==> src/iobc_defs.vh <==
// constants for the internal oscillator block control
//
// Overview of operation
// fast source at 8 MHz drives clock directly or through postscaler.
// fast source enabled whenever selected frequency is 125 kHz to 8 MHz.
// slow RC runs when selected or any watchdog-type feature is enabled.
// frequency select field picks fast direct, slow direct or postscaled fast.
// select 111 is 8 MHz, 110..001 halve down to 125 kHz, 000 is 31 kHz.
// clock-out mode drives system clock over four on second pin, first is I/O.
// dual I/O mode uses both oscillator pins as port A bits 7 and 6.
// slow RC runs independently of the fast source.
// fast source slews to new trim within 1 ms, no completion flag.
// trim value changes only the fast source frequency.
// at 31 kHz, select bit 1 uses fast over 256, 0 uses slow RC.
// slow RC always clocks watchdog and fail-safe monitor.
// four-times multiplier gives up to 32 MHz when enabled.
// multiplier enabled by software through bit 6 of tuning register.
// multiplier allowed only in internal oscillator modes 1001 or 1000.
// multiplier works only with 8 MHz or 4 MHz selected.
// where multiplier unavailable its enable bit is forced and reads zero.
// tuning register bit 5 reads zero, writes ignored.
// trim is signed: 00000 calibrated, 01111 maximum, 10000 minimum.
// decrementing trim lowers fast frequency, incrementing raises it.
// tuning register clears to zero on reset.
`ifndef IOBC_DEFS_VH
`define IOBC_DEFS_VH

// ------------------------------------------------------------
// register offsets
// ------------------------------------------------------------
`define IOBC_ADDR_TUNE     3'h0
`define IOBC_ADDR_CTRL     3'h1
`define IOBC_ADDR_PORT_LAT 3'h2
`define IOBC_ADDR_PORT_DIR 3'h3
`define IOBC_ADDR_PORT_PIN 3'h4
`define IOBC_ADDR_STATUS   3'h5

// ------------------------------------------------------------
// fields and reset values
// ------------------------------------------------------------
`define IOBC_TUNE_LFSRC_BIT 7
`define IOBC_TUNE_MULT_BIT  6
`define IOBC_TUNE_RSVD_BIT  5
`define IOBC_TUNE_RST       8'h00
`define IOBC_CTRL_FSEL_RST  3'h4
`define IOBC_PORT_LAT_RST   2'h0
`define IOBC_PORT_DIR_RST   2'h3
`define IOBC_FSEL_8M        3'h7
`define IOBC_FSEL_4M        3'h6
`define IOBC_FSEL_31K       3'h0
`define IOBC_MODE_CLKOUT    4'h9
`define IOBC_MODE_DUALIO    4'h8

// ------------------------------------------------------------
// timing
// ------------------------------------------------------------
`define IOBC_MCLK_KHZ       200000
`define IOBC_MCLK_PERIOD_PS 5000
`define IOBC_FAST_KHZ       8000
`define IOBC_SLOW_KHZ       31
`define IOBC_ACC_SCALE      64'd16777216
`define IOBC_FAST_INC       ((`IOBC_FAST_KHZ * `IOBC_ACC_SCALE) / `IOBC_MCLK_KHZ)
`define IOBC_SLOW_INC       ((`IOBC_SLOW_KHZ * `IOBC_ACC_SCALE) / `IOBC_MCLK_KHZ)
`define IOBC_TRIM_STEP      (`IOBC_FAST_INC / 256)
`define IOBC_SETTLE_NS      1000000
`define IOBC_SETTLE_CYC     ((`IOBC_SETTLE_NS * 1000) / `IOBC_MCLK_PERIOD_PS)
`define IOBC_SLEW_CYC       (`IOBC_SETTLE_CYC / 32)

`endif

==> src/iobc_sync.v <==
// two-stage synchroniser for pin and strap levels
`timescale 1ns/1ps
module iobc_sync #(
  parameter W = 1
) (
  input  wire         mclk,
  input  wire         reset,
  input  wire [W-1:0] d,
  output wire [W-1:0] q
);
  reg [W-1:0] meta_r;
  reg [W-1:0] sync_r;

  // ------------------------------------------------------------
  // first stage feeds only the second
  // ------------------------------------------------------------
  always @(posedge mclk or posedge reset) begin
    if (reset) begin
      meta_r <= {W{1'b0}};
      sync_r <= {W{1'b0}};
    end else begin
      meta_r <= d;
      sync_r <= meta_r;
    end
  end

  assign q = sync_r;
endmodule

==> src/iobc_postscaler.v <==
// postscaler dividing fast source ticks by powers of two
`timescale 1ns/1ps
`include "iobc_defs.vh"
module iobc_postscaler (
  input  wire       mclk,
  input  wire       reset,
  input  wire       in_tick,
  input  wire [2:0] fsel,
  output reg        out_tick
);
  reg  [7:0] div_cnt_r;
  reg  [7:0] mask;

  // ------------------------------------------------------------
  // divisor: 111 direct, each step halves, 000 over 256
  // ------------------------------------------------------------
  always @* begin
    if (fsel == `IOBC_FSEL_31K)
      mask = 8'hFF;
    else
      mask = 8'h7F >> fsel;
  end

  always @(posedge mclk or posedge reset) begin
    if (reset) begin
      div_cnt_r <= 8'h00;
      out_tick  <= 1'b0;
    end else begin
      if (in_tick)
        div_cnt_r <= div_cnt_r + 8'h01;
      out_tick <= in_tick && ((div_cnt_r & mask) == mask);
    end
  end
endmodule

==> src/iobc_ctrl.v <==
// internal oscillator block control: sources, postscaler, multiplier, trim, pins
`timescale 1ns/1ps
`include "iobc_defs.vh"
module iobc_ctrl #(
  parameter SLEW_CYC = `IOBC_SLEW_CYC
) (
  input  wire       mclk,
  input  wire       reset,
  input  wire [2:0] reg_addr,
  input  wire [7:0] reg_wdata,
  input  wire       reg_wr,
  input  wire       reg_rd,
  output reg  [7:0] reg_rdata,
  input  wire [3:0] osc_mode_cfg,
  input  wire       pwrt_en,
  input  wire       fscm_en,
  input  wire       wdt_en,
  input  wire       two_speed_en,
  input  wire       osc_pin_first_in,
  output reg        osc_pin_first_out,
  output reg        osc_pin_first_oe_n,
  input  wire       osc_pin_second_in,
  output reg        osc_pin_second_out,
  output reg        osc_pin_second_oe_n,
  output wire       fast_src_en,
  output wire       slow_src_en,
  output wire       mult_active,
  output reg        fast_tick,
  output reg        slow_tick,
  output reg        sys_tick,
  output wire       wdt_tick
);

  // ------------------------------------------------------------
  // constants
  // ------------------------------------------------------------
  // wide constant arithmetic cut to accumulator width on purpose
  localparam [63:0] FAST_INC_W  = `IOBC_FAST_INC;
  localparam [63:0] SLOW_INC_W  = `IOBC_SLOW_INC;
  localparam [63:0] TRIM_STEP_W = `IOBC_TRIM_STEP;
  localparam [31:0] SLEW_M1     = SLEW_CYC - 1;
  localparam [23:0] FAST_INC = FAST_INC_W[23:0];
  localparam [23:0] SLOW_INC = SLOW_INC_W[23:0];
  localparam signed [24:0] TRIM_STEP = TRIM_STEP_W[24:0];
  localparam [23:0] SLEW_MAX = SLEW_M1[23:0];

  // ------------------------------------------------------------
  // decode helpers
  // ------------------------------------------------------------
  function is_int_mode;
    input [3:0] mode;
    begin
      is_int_mode = (mode == `IOBC_MODE_CLKOUT) ||
                    (mode == `IOBC_MODE_DUALIO);
    end
  endfunction

  function is_high_sel;
    input [2:0] sel;
    begin
      is_high_sel = (sel == `IOBC_FSEL_8M) || (sel == `IOBC_FSEL_4M);
    end
  endfunction

  // ------------------------------------------------------------
  // input synchronisers
  // ------------------------------------------------------------
  wire [7:0] cfg_s;
  wire [1:0] pin_s;
  wire [3:0] mode_s;
  wire       feat_any;

  iobc_sync #(
    .W (8)
  ) u_cfg_sync (
    .mclk  (mclk),
    .reset (reset),
    .d     ({osc_mode_cfg, pwrt_en, fscm_en, wdt_en, two_speed_en}),
    .q     (cfg_s)
  );

  iobc_sync #(
    .W (2)
  ) u_pin_sync (
    .mclk  (mclk),
    .reset (reset),
    .d     ({osc_pin_first_in, osc_pin_second_in}),
    .q     (pin_s)
  );

  assign mode_s   = cfg_s[7:4];
  assign feat_any = |cfg_s[3:0];

  // ------------------------------------------------------------
  // register file
  // ------------------------------------------------------------
  reg  [7:0] tune_r;
  reg  [7:0] tune_nxt;
  reg  [2:0] fsel_r;
  reg  [1:0] lat_r;
  reg  [1:0] dir_r;
  wire       mult_allow;
  wire       lfsrc;
  wire       wr_tune;

  assign mult_allow = is_int_mode(mode_s);
  assign lfsrc      = tune_r[`IOBC_TUNE_LFSRC_BIT];
  assign wr_tune    = reg_wr && (reg_addr == `IOBC_ADDR_TUNE);

  // bit 5 never stored; enable cleared whenever mode disallows it
  always @* begin
    tune_nxt = tune_r;
    if (wr_tune) begin
      tune_nxt = reg_wdata;
      tune_nxt[`IOBC_TUNE_RSVD_BIT] = 1'b0;
    end
    if (!mult_allow)
      tune_nxt[`IOBC_TUNE_MULT_BIT] = 1'b0;
  end

  always @(posedge mclk or posedge reset) begin
    if (reset) begin
      tune_r <= `IOBC_TUNE_RST;
      fsel_r <= `IOBC_CTRL_FSEL_RST;
      lat_r  <= `IOBC_PORT_LAT_RST;
      dir_r  <= `IOBC_PORT_DIR_RST;
    end else begin
      tune_r <= tune_nxt;
      if (reg_wr && (reg_addr == `IOBC_ADDR_CTRL))
        fsel_r <= reg_wdata[2:0];
      if (reg_wr && (reg_addr == `IOBC_ADDR_PORT_LAT))
        lat_r <= reg_wdata[7:6];
      if (reg_wr && (reg_addr == `IOBC_ADDR_PORT_DIR))
        dir_r <= reg_wdata[7:6];
    end
  end

  // ------------------------------------------------------------
  // read port, data valid only in the cycle after the strobe
  // ------------------------------------------------------------
  reg [7:0] rd_mux;

  always @* begin
    case (reg_addr)
      `IOBC_ADDR_TUNE:     rd_mux = tune_r;
      `IOBC_ADDR_CTRL:     rd_mux = {5'h00, fsel_r};
      `IOBC_ADDR_PORT_LAT: rd_mux = {lat_r, 6'h00};
      `IOBC_ADDR_PORT_DIR: rd_mux = {dir_r, 6'h00};
      `IOBC_ADDR_PORT_PIN: rd_mux = {pin_s, 6'h00};
      `IOBC_ADDR_STATUS:   rd_mux = {4'h0, mult_active, fast_src_en,
                                     slow_src_en, mult_allow};
      default:             rd_mux = 8'h00;
    endcase
  end

  always @(posedge mclk or posedge reset) begin
    if (reset)
      reg_rdata <= 8'h00;
    else if (reg_rd)
      reg_rdata <= rd_mux;
    else
      reg_rdata <= 8'h00;
  end

  // ------------------------------------------------------------
  // source enables
  // ------------------------------------------------------------
  wire sel_31k;

  assign sel_31k = (fsel_r == `IOBC_FSEL_31K);
  // fast source also kept on when it feeds the 31 kHz choice
  assign fast_src_en = !sel_31k || lfsrc;
  assign slow_src_en = (sel_31k && !lfsrc) || feat_any;
  assign mult_active = mult_allow && tune_r[`IOBC_TUNE_MULT_BIT] &&
                       is_high_sel(fsel_r);

  // ------------------------------------------------------------
  // trim slew: one code step per interval, full swing in 1 ms
  // ------------------------------------------------------------
  reg  [4:0]  trim_cur_r;
  reg  [23:0] slew_cnt_r;
  wire [4:0]  trim_tgt;
  wire        slew_due;

  assign trim_tgt = tune_r[4:0];
  assign slew_due = (slew_cnt_r == SLEW_MAX);

  // no done flag by design; software simply waits out the settle time
  always @(posedge mclk or posedge reset) begin
    if (reset) begin
      trim_cur_r <= 5'h00;
      slew_cnt_r <= 24'h000000;
    end else begin
      slew_cnt_r <= slew_due ? 24'h000000 : slew_cnt_r + 24'h000001;
      if (slew_due) begin
        if ($signed(trim_cur_r) < $signed(trim_tgt))
          trim_cur_r <= trim_cur_r + 5'h01;
        else if ($signed(trim_cur_r) > $signed(trim_tgt))
          trim_cur_r <= trim_cur_r - 5'h01;
      end
    end
  end

  // ------------------------------------------------------------
  // fast source phase accumulator, signed trim offset
  // ------------------------------------------------------------
  wire signed [24:0] trim_off;
  wire [23:0]        fast_inc;
  wire [24:0]        fast_sum;
  reg  [23:0]        fast_acc_r;

  assign trim_off = $signed(trim_cur_r) * TRIM_STEP;
  assign fast_inc = FAST_INC + trim_off[23:0];
  assign fast_sum = {1'b0, fast_acc_r} + {1'b0, fast_inc};

  always @(posedge mclk or posedge reset) begin
    if (reset) begin
      fast_acc_r <= 24'h000000;
      fast_tick  <= 1'b0;
    end else if (fast_src_en) begin
      fast_acc_r <= fast_sum[23:0];
      fast_tick  <= fast_sum[24];
    end else begin
      fast_acc_r <= 24'h000000;
      fast_tick  <= 1'b0;
    end
  end

  // ------------------------------------------------------------
  // slow RC accumulator: fixed rate, trim never reaches it
  // ------------------------------------------------------------
  reg  [23:0] slow_acc_r;
  wire [24:0] slow_sum;

  assign slow_sum = {1'b0, slow_acc_r} + {1'b0, SLOW_INC};

  always @(posedge mclk or posedge reset) begin
    if (reset) begin
      slow_acc_r <= 24'h000000;
      slow_tick  <= 1'b0;
    end else if (slow_src_en) begin
      slow_acc_r <= slow_sum[23:0];
      slow_tick  <= slow_sum[24];
    end else begin
      slow_acc_r <= 24'h000000;
      slow_tick  <= 1'b0;
    end
  end

  // watchdog side ignores the low-frequency select
  assign wdt_tick = slow_tick;

  // ------------------------------------------------------------
  // multiplier: four times the selected 8 or 4 MHz
  // ------------------------------------------------------------
  reg  [23:0] mult_acc_r;
  wire [23:0] mult_inc;
  wire [24:0] mult_sum;
  reg         mult_tick_r;

  // 8 MHz times four is 32 MHz; 4 MHz times four is 16 MHz
  assign mult_inc = (fsel_r == `IOBC_FSEL_8M) ? {fast_inc[21:0], 2'b00}
                                              : {fast_inc[22:0], 1'b0};
  assign mult_sum = {1'b0, mult_acc_r} + {1'b0, mult_inc};

  always @(posedge mclk or posedge reset) begin
    if (reset) begin
      mult_acc_r  <= 24'h000000;
      mult_tick_r <= 1'b0;
    end else if (mult_active) begin
      mult_acc_r  <= mult_sum[23:0];
      mult_tick_r <= mult_sum[24];
    end else begin
      mult_acc_r  <= 24'h000000;
      mult_tick_r <= 1'b0;
    end
  end

  // ------------------------------------------------------------
  // postscaler and output selection
  // ------------------------------------------------------------
  wire post_tick;
  reg  sys_nxt;

  iobc_postscaler u_post (
    .mclk     (mclk),
    .reset    (reset),
    .in_tick  (fast_tick),
    .fsel     (fsel_r),
    .out_tick (post_tick)
  );

  // postscaler adds one cycle of latency; acceptable for a tick stream
  always @* begin
    case (fsel_r)
      `IOBC_FSEL_8M:  sys_nxt = mult_active ? mult_tick_r : post_tick;
      `IOBC_FSEL_4M:  sys_nxt = mult_active ? mult_tick_r : post_tick;
      `IOBC_FSEL_31K: sys_nxt = lfsrc ? post_tick : slow_tick;
      default:        sys_nxt = post_tick;
    endcase
  end

  always @(posedge mclk or posedge reset) begin
    if (reset)
      sys_tick <= 1'b0;
    else
      sys_tick <= sys_nxt;
  end

  // ------------------------------------------------------------
  // clock output at system rate over four
  // ------------------------------------------------------------
  reg [1:0] q_cnt_r;

  always @(posedge mclk or posedge reset) begin
    if (reset)
      q_cnt_r <= 2'h0;
    else if (sys_tick)
      q_cnt_r <= q_cnt_r + 2'h1;
  end

  // ------------------------------------------------------------
  // oscillator pin reuse
  // ------------------------------------------------------------
  wire clkout_mode;
  wire dualio_mode;

  assign clkout_mode = (mode_s == `IOBC_MODE_CLKOUT);
  assign dualio_mode = (mode_s == `IOBC_MODE_DUALIO);

  // outside the internal modes the pins belong to other oscillator logic
  always @(posedge mclk or posedge reset) begin
    if (reset) begin
      osc_pin_first_out   <= 1'b0;
      osc_pin_first_oe_n  <= 1'b1;
      osc_pin_second_out  <= 1'b0;
      osc_pin_second_oe_n <= 1'b1;
    end else begin
      osc_pin_first_out  <= lat_r[1];
      osc_pin_first_oe_n <= !(is_int_mode(mode_s) && !dir_r[1]);
      if (clkout_mode) begin
        osc_pin_second_out  <= q_cnt_r[1];
        osc_pin_second_oe_n <= 1'b0;
      end else if (dualio_mode) begin
        osc_pin_second_out  <= lat_r[0];
        osc_pin_second_oe_n <= dir_r[0];
      end else begin
        osc_pin_second_out  <= 1'b0;
        osc_pin_second_oe_n <= 1'b1;
      end
    end
  end

endmodule

==> config.mk <==
export PLATFORM = sky130hd
export DESIGN_NAME = iobc_ctrl
export DESIGN_NICKNAME = d
export VERILOG_FILES = /design/src/iobc_sync.v /design/src/iobc_postscaler.v /design/src/iobc_ctrl.v
export VERILOG_INCLUDE_DIRS = /design/src
export SDC_FILE = /design/constraint.sdc
export NUM_CORES = 1
export LEC_CHECK = 0
export CAP_MARGIN = 20
export CELL_PAD_IN_SITES_DETAIL_PLACEMENT = 1
export CELL_PAD_IN_SITES_GLOBAL_PLACEMENT = 1
export CORE_ASPECT_RATIO = 0.9
export CORE_MARGIN = 1
export CORE_UTILIZATION = 45
export DETAILED_ROUTE_END_ITERATION = 10
export DONT_BUFFER_PORTS = 1
export PLACE_DENSITY_LB_ADDON = 0.1
export SYNTH_ARGS = -nofsm -noshare
export SYNTH_HDL_FRONTEND = slang
export SYNTH_SLANG_ARGS = --single-unit
==> constraint.sdc <==
create_clock -name mclk -period 8.7 [get_ports mclk]
set_clock_uncertainty 0.05 [all_clocks]
set_input_delay 1.305 -clock mclk [delete_from_list [all_inputs] [get_ports mclk]]
set_output_delay 1.305 -clock mclk [all_outputs]
set_load 0.05 [all_outputs]
==> results of run 1 <==
registers in the layout, indices dropped and copies added, names as in the netlist, 2 cells and up:
| signal | flops |
|---|---|
| dir_r | 2 |
| fast_acc_r | 24 |
| fsel_r | 3 |
| lat_r | 2 |
| mult_acc_r | 23 |
| q_cnt_r | 2 |
| reg_rdata | 7 |
| slew_cnt_r | 24 |
| slow_acc_r | 21 |
| trim_cur_r | 5 |
| tune_r | 7 |
| u_cfg_sync.meta_r | 8 |
| u_cfg_sync.q | 8 |
| u_pin_sync.meta_r | 2 |
| u_pin_sync.q | 2 |
| u_post.div_cnt_r | 8 |
synth_stat cells (6+ instances only):
| master | n | share of area |
|---|---|---|
| dfrtp_1 | 152 | 0.39 |
| nor2_1 | 104 | 0.040 |
| ha_1 | 93 | 0.12 |
| nand2_1 | 86 | 0.033 |
| a21oi_1 | 60 | 0.031 |
| xnor2_1 | 53 | 0.048 |
| inv_1 | 52 | 0.020 |
| o21ai_0 | 48 | 0.025 |
| xor2_1 | 39 | 0.035 |
| nor3_1 | 28 | 0.014 |
| nand3_1 | 27 | 0.014 |
| clkbuf_1 | 24 | 0.0093 |
| a21o_1 | 20 | 0.015 |
| nand4_1 | 18 | 0.012 |
| and2_1 | 13 | 0.0084 |
| mux2_2 | 13 | 0.015 |
| o21a_1 | 13 | 0.010 |
| a31oi_1 | 11 | 0.0071 |
| and3_1 | 11 | 0.0071 |
| mux2i_1 | 11 | 0.011 |
| o211ai_1 | 11 | 0.0085 |
| fa_1 | 10 | 0.021 |
| o21bai_1 | 8 | 0.0062 |
| a211oi_1 | 7 | 0.0054 |
| and4_1 | 7 | 0.0063 |
| or2_2 | 6 | 0.0039 |
routing by layer:
metal  vias up  GRT usage
met5         -          0
met4         0     0.0413
met1      3600      0.310
met3        10     0.0370
met2        74      0.357
li1       3556          -
power groups by stage:
stage	sequential [mW]	combinational, mW	clock, mW
after CTS	0.931	0.624	0.790
after global routing	0.945	0.700	0.815
after floorplan	0.913	0.500	0
final	0.930	0.616	0.768
after detailed placement	0.944	0.617	0
after global placement	0.939	0.595	0
final timing paths:
| path | to | slack, ns | cells after the start |
|---|---|---|---|
| hold / removal | u_cfg_sync.q[3] | 0.30 | 0 |
| min in group asynchronous | u_cfg_sync.meta_r[1] | 0.84 | 1 |
| setup / recovery | mult_acc_r[22] | 2.15 | 19 |
| setup reg to reg | mult_acc_r[22] | 2.15 | 19 |
| hold reg to reg | u_cfg_sync.q[3] | 0.30 | 0 |
| max in group asynchronous | tune_r[2] | 6.29 | 2 |
cell type report:
| type | count | area share |
|---|---|---|
| inverters | 54 | 0.0195 |
| well taps | 286 | 0.0336 |
| multi-input cells | 775 | 0.517 |
| clock buffers | 17 | 0.0399 |
| flip-flops and latches | 157 | 0.370 |
| clock inverters | 15 | 0.0181 |
| repair buffers | 3 | 0.00211 |
layout by cell type (no fill, tap or decap), types with 6 or more instances in the layout:
cell type  instances
dfrtp_1          152
nor2_1           103
ha_1              93
nand2_1           86
a21oi_1           60
xnor2_1           53
inv_1             51
o21ai_0           48
xor2_1            39
nor3_1            28
nand3_1           27
a21o_1            20
nand4_1           18
clkbuf_16         17
and2_1            13
mux2_2            13
o21a_1            13
and3_1            11
mux2i_1           11
a31oi_1           11
o211ai_1          11
fa_1              10
o21bai_1           8
and4_1             7
a211oi_1           7
or2_2              6
clkinv_8           6
per-stage QoR:
step            util  instances
3_3_place_gp   0.477       1275
6_report       0.507       1307
3_5_place_dp   0.477       1275
5_1_grt        0.507       1307
2_1_floorplan      -       1012
4_1_cts        0.507       1307
kinds of logic (layout without fill, tap and decap cells):
group                      count (synthesis)  count (layout)  share of synthesized area
AOI/OAI and AO/OA                        218             218                      0.145
muxes                                     26              26                     0.0291
and+or+nand+nor                          333             333                      0.165
xor gates and xnor gates                  93              93                     0.0845
buffers and inverters                     80              89                     0.0316
DFF                                      157             157                      0.404
other                                      1               2                   0.000385
adders and majority gates                103             103                      0.140
worst reg2reg max path, delay by kind of cell (launching register included):
family          cells  cell delay (ns)
compound gates      5             1.67
xor+xnor            1             0.24
fa+ha+maj           5             2.09
buf+inv             2             0.36
flops               1             0.71
mux                 2             0.58
simple gates        4             0.73
==> results.md, run 1 <==
- Crit. End Element: flop
- Detail Route met2 WL: between 10,000 and 15,000 um
- # hold bufs at CTS: 0
- Synth Warn #: 0
- Bufs on Longest Clock Path: 2
- GR Util All Layers: 0.220
- Leakage power total: roughly 5 nW
- Fmax: 153 MHz
- Footprint of the multi-input gates: 5510 sq um
- Via count: roughly 7,200
- Clk pwr share: 0.332
- Pre-CTS WS: around 2.2 ns
- Clk slew on worst S/H paths: around 0.080 ns
- Dpl cell area: ~10,000 sq um
- Resize count post-CTS: 0
- Top_reg_cell synth: dfrtp_1
- # fillers: 2,359
- EDFF count, synth: 0
- Worst setup path startpoint: trim_cur_r[4]
- Die span in x: approximately 160 um
- PnR worst setup slack: roughly 2.1 ns
- WL met1: about 12,000 um
- Grt ovf: 0
- N_diodes: 0
- Initial DRT Pass Iterations: 4
- Drt drc: 0
- Crit Path Category: reg -> reg
- Cell Area, Synth: 9730 sq um
- Worst Path Arrival: roughly 6.8 ns
- Routed wl met3: between 500 and 600 um
- Vias/cell: about 5.5
- Final Hold Violating Endpoints: 0
- Die H: about 140 um
- Worst Path Buf+Inv: 2
- Hold WS: between 0.3 and 0.4 ns
- Finished Cell Area: around 11,000 sq um
- Most common cell on crit path: ha_1
- Peak VDD IR: about 100 uV
- Async SR Flop Fraction: 1.00
- CP delay by family, top: adder cells
- Internal Power: between 1 and 1.5 mW
- DRT antenna net count: 0
- CP Launch Type: flop
- Clock tree from TritonCTS: done
- H-tree depth: 4
- Cells after Synth: about 1,000
- Slew @ Worst Pin: around 1.0 ns
- Die Area: between 20,000 and 25,000 sq um
- Worst slew margin: 0.308
- CTS Buf Count: 17
- Setup TNS: 0 ns
- Max-cap viol count: 0
- Sequential fraction of design power: 0.402
- Layout cell share with drive strength beyond 1: 0.0735
- Area of the core: around 21,000 sq um
- Port bufs: 0
- CTS root buf: clkbuf_16
- I/O pins: 44
- Pwr Density: 217 nW/um^2
- Vias in the first global route: 7,535
- Worst Hold Launch: u_cfg_sync.meta_r[3]
- FP Rows: 50
- CP max stage delay: between 0.7 and 0.8 ns
- Post-Route WL: about 23,000 um
- WP data required: between 8 and 9 ns
- Net switching power: about 830 uW
- First-pass GRT wire length: about 38,000 um
- Worst-Skew Late Latency: between 0.4 and 0.5 ns
- Worst reg2reg path startpoint: trim_cur_r[4]
- Placer Congestion: about 0.79
- Hpwl dp: 16,900 um
- Slowest-stage cell, CP: dfrtp_1
- Combinational Power Share: 0.266
- Tcrit/Tclk final: 0.753
- Final Net Count: 1,136
- Outcome: completed
- CP Max Fanout: 13
- #FFs+latches synth: around 160
- Post-Syn Area per Cell: between 9 and 10 sq um
- Min cycle time layout: 6.55 ns
- Setup repair bufs after CTS: 0
- Worst hold path class: reg -> reg
- Reg area: about 3900 sq um
- Pin count of the biggest net entering global routing: 90
- Switching share of power: 0.358
- Initial antenna violation count: 0
- CTS sink count: approximately 160
- Top Layer Used: met4
- Slew Viols, Final: 0
- Total Power: ~2.3 mW
- Starting Density: 0.463
- Setup violations, final: 0
- Crit-path cells: inv_1 -> ha_1 -> nor2b_1 -> fa_1 -> ha_1 -> fa_1 -> a21o_1 -> a311o_2 -> a2111oi_4 -> nor3_2 -> xnor2_2 -> inv_2 -> mux2_4 -> ha_1 -> nand2_1 -> or2_2 -> o31ai_1 -> a21oi_1 -> mux2_2
- Drt wl/cell: ~18 um
- Area growth, synth to finish: 9.45%
- 1st-iter DRT viols: ~300
- Unrepaired setup endpoints after global routing: no
- Post-synthesis sequential area ratio: 0.404
- Library cells used by synthesis: 69
(Power assumes the default switching activity.)
==> inputs of run 2 (changes only) <==
==> constraint.sdc (replaced) <==
create_clock -name mclk -period 6.5 [get_ports mclk]
set_clock_uncertainty 0.05 [all_clocks]
set_input_delay 0.975 -clock mclk [delete_from_list [all_inputs] [get_ports mclk]]
set_output_delay 0.975 -clock mclk [all_outputs]
set_load 0.05 [all_outputs]
==> run 2 against run 1 <==
  * Worst hold slack worse by 0.0034 ns
  * Highest routed layer unchanged
  * Largest power group unchanged
  * Largest cell class unchanged
  * Fmax increased by 6.9%
  * Non-clock buffer count up 6
  * Sequential cell count unchanged
  * Routed wire length up 2.9%
  * Cell area up 0.45%
  * Sequential share of layout area down 0.16 points
  * Clock-buffer cell count up 1
  * Sequential power increased by 33%
  * Clock power rose by 38%
  * First-iteration DRC count rose by 43%
==> results.md, run 2 (synthesized netlist as in run 1, its figures left out) <==
- Outcome: completed
- Fmax: 163 MHz (+6.9%)
- Hold WS: 0.300 ns (-0.00340 ns)
- WP data required: 6.80 ns (-2.16 ns)
- Commonest non-fill, non-tap cell in the layout: dfrtp_1
- Initial DRT Pass Iterations: 4 (unchanged)
- Biggest regs: fast_acc_r: 24 flops, slew_cnt_r: 24 flops, mult_acc_r: 23 flops
- Total Power: 3.12 mW (+35%)
- Area of the core: 21,000 sq um (unchanged)
- Worst Path Arrival: 6.43 ns (-0.38 ns)
- Worst-Skew Late Latency: 0.43 ns (about the same)
- Final Net Count: 1,142 (+0.53%)
- CTS sink count: 157 (unchanged)
- Pin count of the biggest net entering global routing: 86 (-4.4%)
- N_diodes: 0 (unchanged)
- Die H: 141 um (unchanged)
- Finished Cell Area: 10,700 sq um (+0.45%)
- I/O pins: 44 (unchanged)
- Worst hold path class: reg -> reg
- CP Launch Type: flop
- Min cycle time layout: 6.13 ns (-0.423 ns)
- # fillers: 2,386 (+1.1%)
- Vias in the first global route: 7,619 (+1.1%)
- DRT antenna net count: 0 (unchanged)
- Pre-CTS WS: 0.378 ns (-1.86 ns)
- Leakage power total: 5.03 nW (+0.72%)
- CTS root buf: clkbuf_16
- Pwr Density: 292 nW/um^2 (+34%)
- Starting Density: 0.463 (unchanged)
- H-tree depth: 4 (unchanged)
- Tcrit/Tclk final: 0.943 (+0.190)
- Slew @ Worst Pin: 1.03 ns (-0.00304 ns)
- Inst Count DP: 1,281 (+0.47%)
- CP max stage delay: 0.64 ns (-0.07 ns)
- Peak VDD IR: 135 uV (+36%)
- Unrepaired setup endpoints after global routing: no
- Most common cell on crit path: fa_1
- Most frequent cells in the layout: dfrtp_1 (152), nor2_1 (103), ha_1 (93)
- GR Util All Layers: 0.230 (+0.00938)
- Clock tree from TritonCTS: done
- CP Max Fanout: 8 (-5)
- Hpwl dp: 17,200 um (+1.4%)
- Vias/cell: 5.55 (+0.12%)
- First-pass GRT wire length: 39,900 um (+4.0%)
- Layout cell share with drive strength beyond 1: 0.0798 (+0.00639)
- Area growth, synth to finish: 9.94%
- Die span in x: 157 um (unchanged)
- Post-Route WL: 23,600 um (+2.9%)
- Port bufs: 0 (unchanged)
- Clk slew on worst S/H paths: 0.07 ns (about the same)
- Setup TNS: 0 ns (unchanged)
- Crit. End Element: flop
- FP Rows: 50 (unchanged)
- Setup violations, final: 0 (unchanged)
- CTS Buf Count: 17 (unchanged)
- 1st-iter DRT viols: 420 (+43%)
- Initial antenna violation count: 0 (unchanged)
- Grt ovf: 0 (unchanged)
- # hold bufs at CTS: 0 (unchanged)
- PnR worst setup slack: 0.371 ns (-1.78 ns)
- Bufs on Longest Clock Path: 2 (unchanged)
- Finished Layout Cells: 1,313 (+0.46%)
- Die Area: 22,200 sq um (unchanged)
- Post-layout util: 0.509 (+0.00226)
- Drt drc: 0 (unchanged)
- Slew Viols, Final: 0 (unchanged)
- Max-cap viol count: 0 (unchanged)
- Final Hold Violating Endpoints: 0 (unchanged)
- Via count: 7,282 (+0.58%)
- Slowest-stage cell, CP: fa_1
- Worst Path Buf+Inv: 1 (-1)
- CP delay by family, top: adder cells
- Drt wl/cell: 18.0 um (+2.4%)
- Placer Congestion: 0.824 (+3.8%)
- Crit Path Category: reg -> reg
- Worst slew margin: 0.310 (+0.00203)
- Crit-path cells: fa_1 -> nor2b_1 -> fa_1 -> ha_1 -> fa_1 -> a21o_1 -> a311o_2 -> a2111oi_4 -> nor3_2 -> xnor2_2 -> inv_2 -> mux2_4 -> ha_1 -> and4_1 -> nand2_1 -> a311o_1 -> a311oi_1 -> nor3_1 -> nor3_1
- Dpl cell area: 10,100 sq um (+0.45%)
- Reg area: 3940 sq um (unchanged)
- Footprint of the multi-input gates: 5510 sq um (+0.11%)
[run 2: final cells by class]
cell class              count  area share
multi-input cells         775       0.515
flip-flops and latches    157       0.368
clock buffers              18      0.0411
well taps                 286      0.0335
inverters                  54      0.0194
clock inverters            14      0.0164
repair buffers              9     0.00632
[run 2: layer usage]
layer,track usage,vias up,routed length (um)
met1,0.320,3626,11800
li1,-,3568,-
met2,0.371,75,10900
met5,0,-,0
met3,0.0412,13,738
met4,0.0490,0,165
[run 2: worst paths after layout]
check	from	end	slack, ns	cells past startpoint
max in group asynchronous	reset	fast_acc_r[2]	4.47	2
max reg2reg	trim_cur_r[1]	mult_acc_r[21]	0.37	19
min	u_cfg_sync.meta_r[6]	u_cfg_sync.q[6]	0.30	0
min reg2reg	u_cfg_sync.meta_r[6]	u_cfg_sync.q[6]	0.30	0
max	trim_cur_r[1]	mult_acc_r[21]	0.37	19
min in group asynchronous	reset	u_cfg_sync.meta_r[1]	0.52	1
[run 2: repair_timing]
| item | 4_1_cts | 5_1_grt |
|---|---|---|
| buffers inserted | 0 | 0 |
| resized for setup | 0 | 1 |
| setup endpoints to repair | 0 | 1 |
[run 2: worst register-to-register path, cell delays in order, from the launching register on]
cell and delay, ns:
dfrtp_1 0.53, fa_1 0.65, nor2b_1 0.22, fa_1 0.45, ha_1 0.35, fa_1 0.46, a21o_1 0.23, a311o_2 0.44
a2111oi_4 0.31, nor3_2 0.10, xnor2_2 0.21, inv_2 0.07, mux2_4 0.26, ha_1 0.42, and4_1 0.26, nand2_1 0.06
a311o_1 0.31, a311oi_1 0.42, nor3_1 0.10, nor3_1 0.17
[run 2: report_power, final]
group,switching [mW],total [mW],internal (mW)
Clock,0.464,1.06,0.593
Sequential,0.119,1.24,1.12
Combinational,0.487,0.826,0.339
==> inputs of run 3 (changes only) <==
--- a/config.mk
+++ b/config.mk
@@ -6,6 +6,8 @@
 export SDC_FILE = /design/constraint.sdc
 export NUM_CORES = 1
 export LEC_CHECK = 0
+export ABC_AREA = 1
+export BUFFER_PORTS_ARGS = -buffer_cell sky130_fd_sc_hd__buf_2
 export CAP_MARGIN = 20
 export CELL_PAD_IN_SITES_DETAIL_PLACEMENT = 1
 export CELL_PAD_IN_SITES_GLOBAL_PLACEMENT = 1
@@ -13,7 +15,6 @@
 export CORE_MARGIN = 1
 export CORE_UTILIZATION = 45
 export DETAILED_ROUTE_END_ITERATION = 10
-export DONT_BUFFER_PORTS = 1
 export PLACE_DENSITY_LB_ADDON = 0.1
 export SYNTH_ARGS = -nofsm -noshare
 export SYNTH_HDL_FRONTEND = slang
==> run 3 against run 2 <==
  * First-iteration DRC count increased by 0.24%
  * Final cell count increased by 39%
  * Critical endpoint is now mult_tick_r
  * Total power increased by 4.0%
  * Utilization increased by 0.067 points
  * Global-route usage increased by 2.1 points
  * Largest power group unchanged
  * Synthesized cell count increased by 45%
  * Largest cell class unchanged
==> results.md, run 3 <==
- Library cells used by synthesis: 53 (-23%)
- Routed wl met3: 591 um (-20%)
- Switching share of power: 0.386 (+0.0437)
- Clk slew on worst S/H paths: 0.08 ns (about the same)
- CP max stage delay: 0.72 ns (+0.08 ns)
- Largest family of logic cells by synthesized area: simple AND/OR/NAND/NOR gates
- Min cycle time layout: 5.29 ns (-0.840 ns)
- Biggest regs: fast_acc_r: 24 flops, slew_cnt_r: 24 flops, mult_acc_r: 23 flops
- Clock tree from TritonCTS: done
- Initial antenna violation count: 0 (unchanged)
- Layout cell share with drive strength beyond 1: 0.0734 (-0.00640)
- WL met1: 14,000 um (+18%)
- # fillers: 2,949 (+24%)
- Die span in x: 165 um (+5.1%)
- Tcrit/Tclk final: 0.814 (-0.129)
- Worst slew margin: 0.350 (+0.0394)
- CP Launch Type: flop
- Hpwl dp: 21,800 um (+27%)
- Internal Power: 1.99 mW (-3.0%)
- Most frequent cells in the layout: nand2_1 (365), inv_1 (228), nor2_1 (158)
- CTS sink count: 157 (unchanged)
- Post-Syn Area per Cell: 7.35 sq um (-24%)
- Commonest cells in the netlist: nand2_1 (365), inv_1 (229), nor2_1 (158), dfrtp_1 (152), nand3_1 (103)
- Finished Cell Area: 11,900 sq um (+12%)
- Dominant cell type by area after synthesis: dfrtp_1
- Synth Area in Compound Gates: 0.104 (-0.0405)
- Setup TNS: 0 ns (unchanged)
- Starting Density: 0.460 (-0.00324)
- Initial DRT Pass Iterations: 4 (unchanged)
- H-tree depth: 4 (unchanged)
- Area contributors post-synth: dfrtp_1 (35%), nand2_1 (13%), ha_1 (11%), inv_1 (8.0%), nor2_1 (5.5%)
- GR Util All Layers: 0.251 (+0.0211)
- Net switching power: 1.25 mW (+17%)
- Grt ovf: 0 (unchanged)
- CP delay by family, top: adder cells
- Drt drc: 0 (unchanged)
- # hold bufs at CTS: 0 (unchanged)
- Area share of fa/ha/maj cells after synthesis: 0.127 (-0.0134)
- WP data required: 6.83 ns (+0.03 ns)
- Pwr Density: 272 nW/um^2 (-6.8%)
- Unrepaired setup endpoints after global routing: no
- Vias/cell: 5.23 (-5.8%)
- Detail Route met2 WL: 13,200 um (+21%)
- Slew Viols, Final: 0 (unchanged)
- Post-Route WL: 28,100 um (+19%)
- #FFs+latches synth: 157 (unchanged)
- Crit-path cells: ha_1 -> ha_1 -> or2_2 -> fa_1 -> ha_1 -> ha_1 -> a21oi_1 -> nand2_1 -> a21oi_2 -> o21ai_0 -> nand2_1 -> nand2_1 -> nand2_1 -> nand2_1 -> ha_1 -> nand2_1 -> nor2_1 -> inv_1 -> nor3_1 -> o21ai_0 -> nand3_1 -> nand2_1 -> inv_1
- Dpl cell area: 11,300 sq um (+12%)
- Most frequent cell after synthesis: nand2_1
- EDFF count, synth: 0 (unchanged)
- CTS Buf Count: 17 (unchanged)
- CP Max Fanout: 13 (+5)
- Via count: 9,550 (+31%)
- DRT antenna net count: 0 (unchanged)
- Setup violations, final: 0 (unchanged)
- 1st-iter DRT viols: 421 (+0.24%)
- Drt wl/cell: 15.4 um (-14%)
- R2R setup slack: 1.21 ns (+0.84 ns)
- Clk pwr share: 0.329 (-0.009)
- Bufs on Longest Clock Path: 2 (unchanged)
- Vias in the first global route: 9,946 (+31%)
- Crit Path Category: reg -> reg
- Area of the core: 23,400 sq um (+11%)
- Area growth, synth to finish: 10.9%
- Worst-Skew Late Latency: 0.44 ns (about the same)
- Setup repair bufs after CTS: 0 (unchanged)
- Sequential fraction of design power: 0.376 (-0.021)
- Cells after Synth: 1,464 (+45%)
- Worst Path Buf+Inv: 2 (+1)
- Outcome: completed
- Resize count post-CTS: 0 (unchanged)
- Final Hold Violating Endpoints: 0 (unchanged)
- Async SR Flop Fraction: 1.00 (unchanged)
- Peak VDD IR: 178 uV (+31%)
- Top_reg_cell synth: dfrtp_1
- First-pass GRT wire length: 48,400 um (+21%)
- N_diodes: 0 (unchanged)
- XOR/XNOR Fraction of Synth Area: 0.0317 (-0.0527)
- Combinational Power Share: 0.294 (+0.030)
- Multiplexer area fraction after synthesis: 0 (-0.0291)
- Final Net Count: 1,640 (+44%)
- Pin count of the biggest net entering global routing: 101 (+17%)
- Top Layer Used: met4
- I/O pins: 44 (unchanged)
- Cell Area, Synth: 10,800 sq um (+11%)
- Port bufs: 41 (+41)
- Commonest non-fill, non-tap cell in the layout: nand2_1
- Placer Congestion: 0.855 (+3.8%)
- Fmax: 189 MHz (+16%)
- Crit. End Element: flop
- Die Area: 24,500 sq um (+10%)
- Max-cap viol count: 0 (unchanged)
- Slew @ Worst Pin: 0.976 ns (-0.0563 ns)
- Worst Path Arrival: 5.62 ns (-0.81 ns)
- CTS root buf: clkbuf_16
- Leakage power total: 6.45 nW (+28%)
- Post-Synth Simple-Gate Area: 0.283 (+0.118)
- Synth Warn #: 0 (unchanged)
- Worst hold path class: reg -> reg
- Slowest-stage cell, CP: dfrtp_1
- Most common cell on crit path: nand2_1
- Die H: 149 um (+5.1%)
- Post-synthesis sequential area ratio: 0.366 (-0.0387)
- FP Rows: 53 (+6.0%)
- Share of the synthesized area in the top cell type: 0.354 (-0.0374)
==> run 3: changes by cell type after synthesis, moves of 11 or more <==
| cell | delta |
|---|---|
| mux2i_1 | -11 |
| a21oi_1 | +41 |
| nand2_1 | +279 |
| inv_1 | +177 |
| xnor2_1 | -45 |
| nor2_1 | +54 |
| mux2_2 | -13 |
| o21a_1 | -12 |
| clkbuf_1 | -21 |
| a21o_1 | -20 |
| o21ai_0 | +32 |
| nand3_1 | +76 |
==> run 3: layer usage <==
| layer | GRT usage | vias up |
|---|---|---|
| li1 | - | 4793 |
| met1 | 0.338 | 4648 |
| met2 | 0.421 | 85 |
| met3 | 0.0340 | 24 |
| met4 | 0.0642 | 0 |
| met5 | 0 | - |
==> run 3: layout make-up <==
class                           instances  area [sq um]  share of cell area
Multi-Input combinational cell       1062          5880               0.493
Sequential cell                       157          3940               0.330
Inverter                              231           873              0.0732
Clock buffer                           17           425              0.0357
Tap cell                              302           378              0.0317
Timing Repair Buffer                   43           220              0.0185
Clock inverter                         15           213              0.0178
==> run 3: path summary, 6_finish.rpt <==
kind / from / endpoint / depth (start not counted)
worst min-delay path: u_cfg_sync.meta_r[7] / u_cfg_sync.q[7] / 0
worst min register to register: u_cfg_sync.meta_r[7] / u_cfg_sync.q[7] / 0
max in group asynchronous: reset / reg_rdata[3] / 3
worst max register to register: trim_cur_r[1] / mult_tick_r / 23
min in group asynchronous: reset / slow_acc_r[21] / 2
worst max-delay path: trim_cur_r[1] / mult_tick_r / 23
==> run 3: worst reg2reg max path, stage by stage, from the launching register on <==
cell	delay, ns
dfrtp_1	0.72
ha_1	0.36
ha_1	0.21
or2_2	0.33
fa_1	0.48
ha_1	0.31
ha_1	0.37
a21oi_1	0.17
nand2_1	0.13
a21oi_2	0.24
o21ai_0	0.15
nand2_1	0.10
nand2_1	0.10
nand2_1	0.08
nand2_1	0.11
ha_1	0.35
nand2_1	0.13
nor2_1	0.17
inv_1	0.08
nor3_1	0.19
o21ai_0	0.12
nand3_1	0.14
nand2_1	0.07
inv_1	0.07
==> run 3: logic make-up after synthesis <==
group | after synthesis
other | 1
adders and majority gates | 103
DFF | 157
buffers and inverters | 246
AOI/OAI and AO/OA | 209
and+or+nand+nor | 709
xor gates and xnor gates | 39
==> run 3: power by group through the flow <==
stage	logic (mW)	clock network, mW	registers, mW
2_1_floorplan	0.709	0	1.23
3_3_place_gp	0.919	0	1.24
3_5_place_dp	0.952	0	1.24
4_1_cts	0.963	1.09	1.22
5_1_grt	1.11	1.13	1.24
6_report	0.955	1.07	1.22
==> run 3: stage by stage <==
stage                     hold slack, ns  setup WS, ns  cells  utilization  power [mW]
after global placement             0.283          1.36   1795        0.482        2.16
after CTS                          0.305          1.14   1827        0.510        3.28
after detailed placement           0.286          1.19   1795        0.482        2.19
after floorplan                    0.281          1.25   1465            -        1.94
after global routing               0.309         0.820   1827        0.510        3.48
final                              0.302          1.21   1827        0.510        3.25
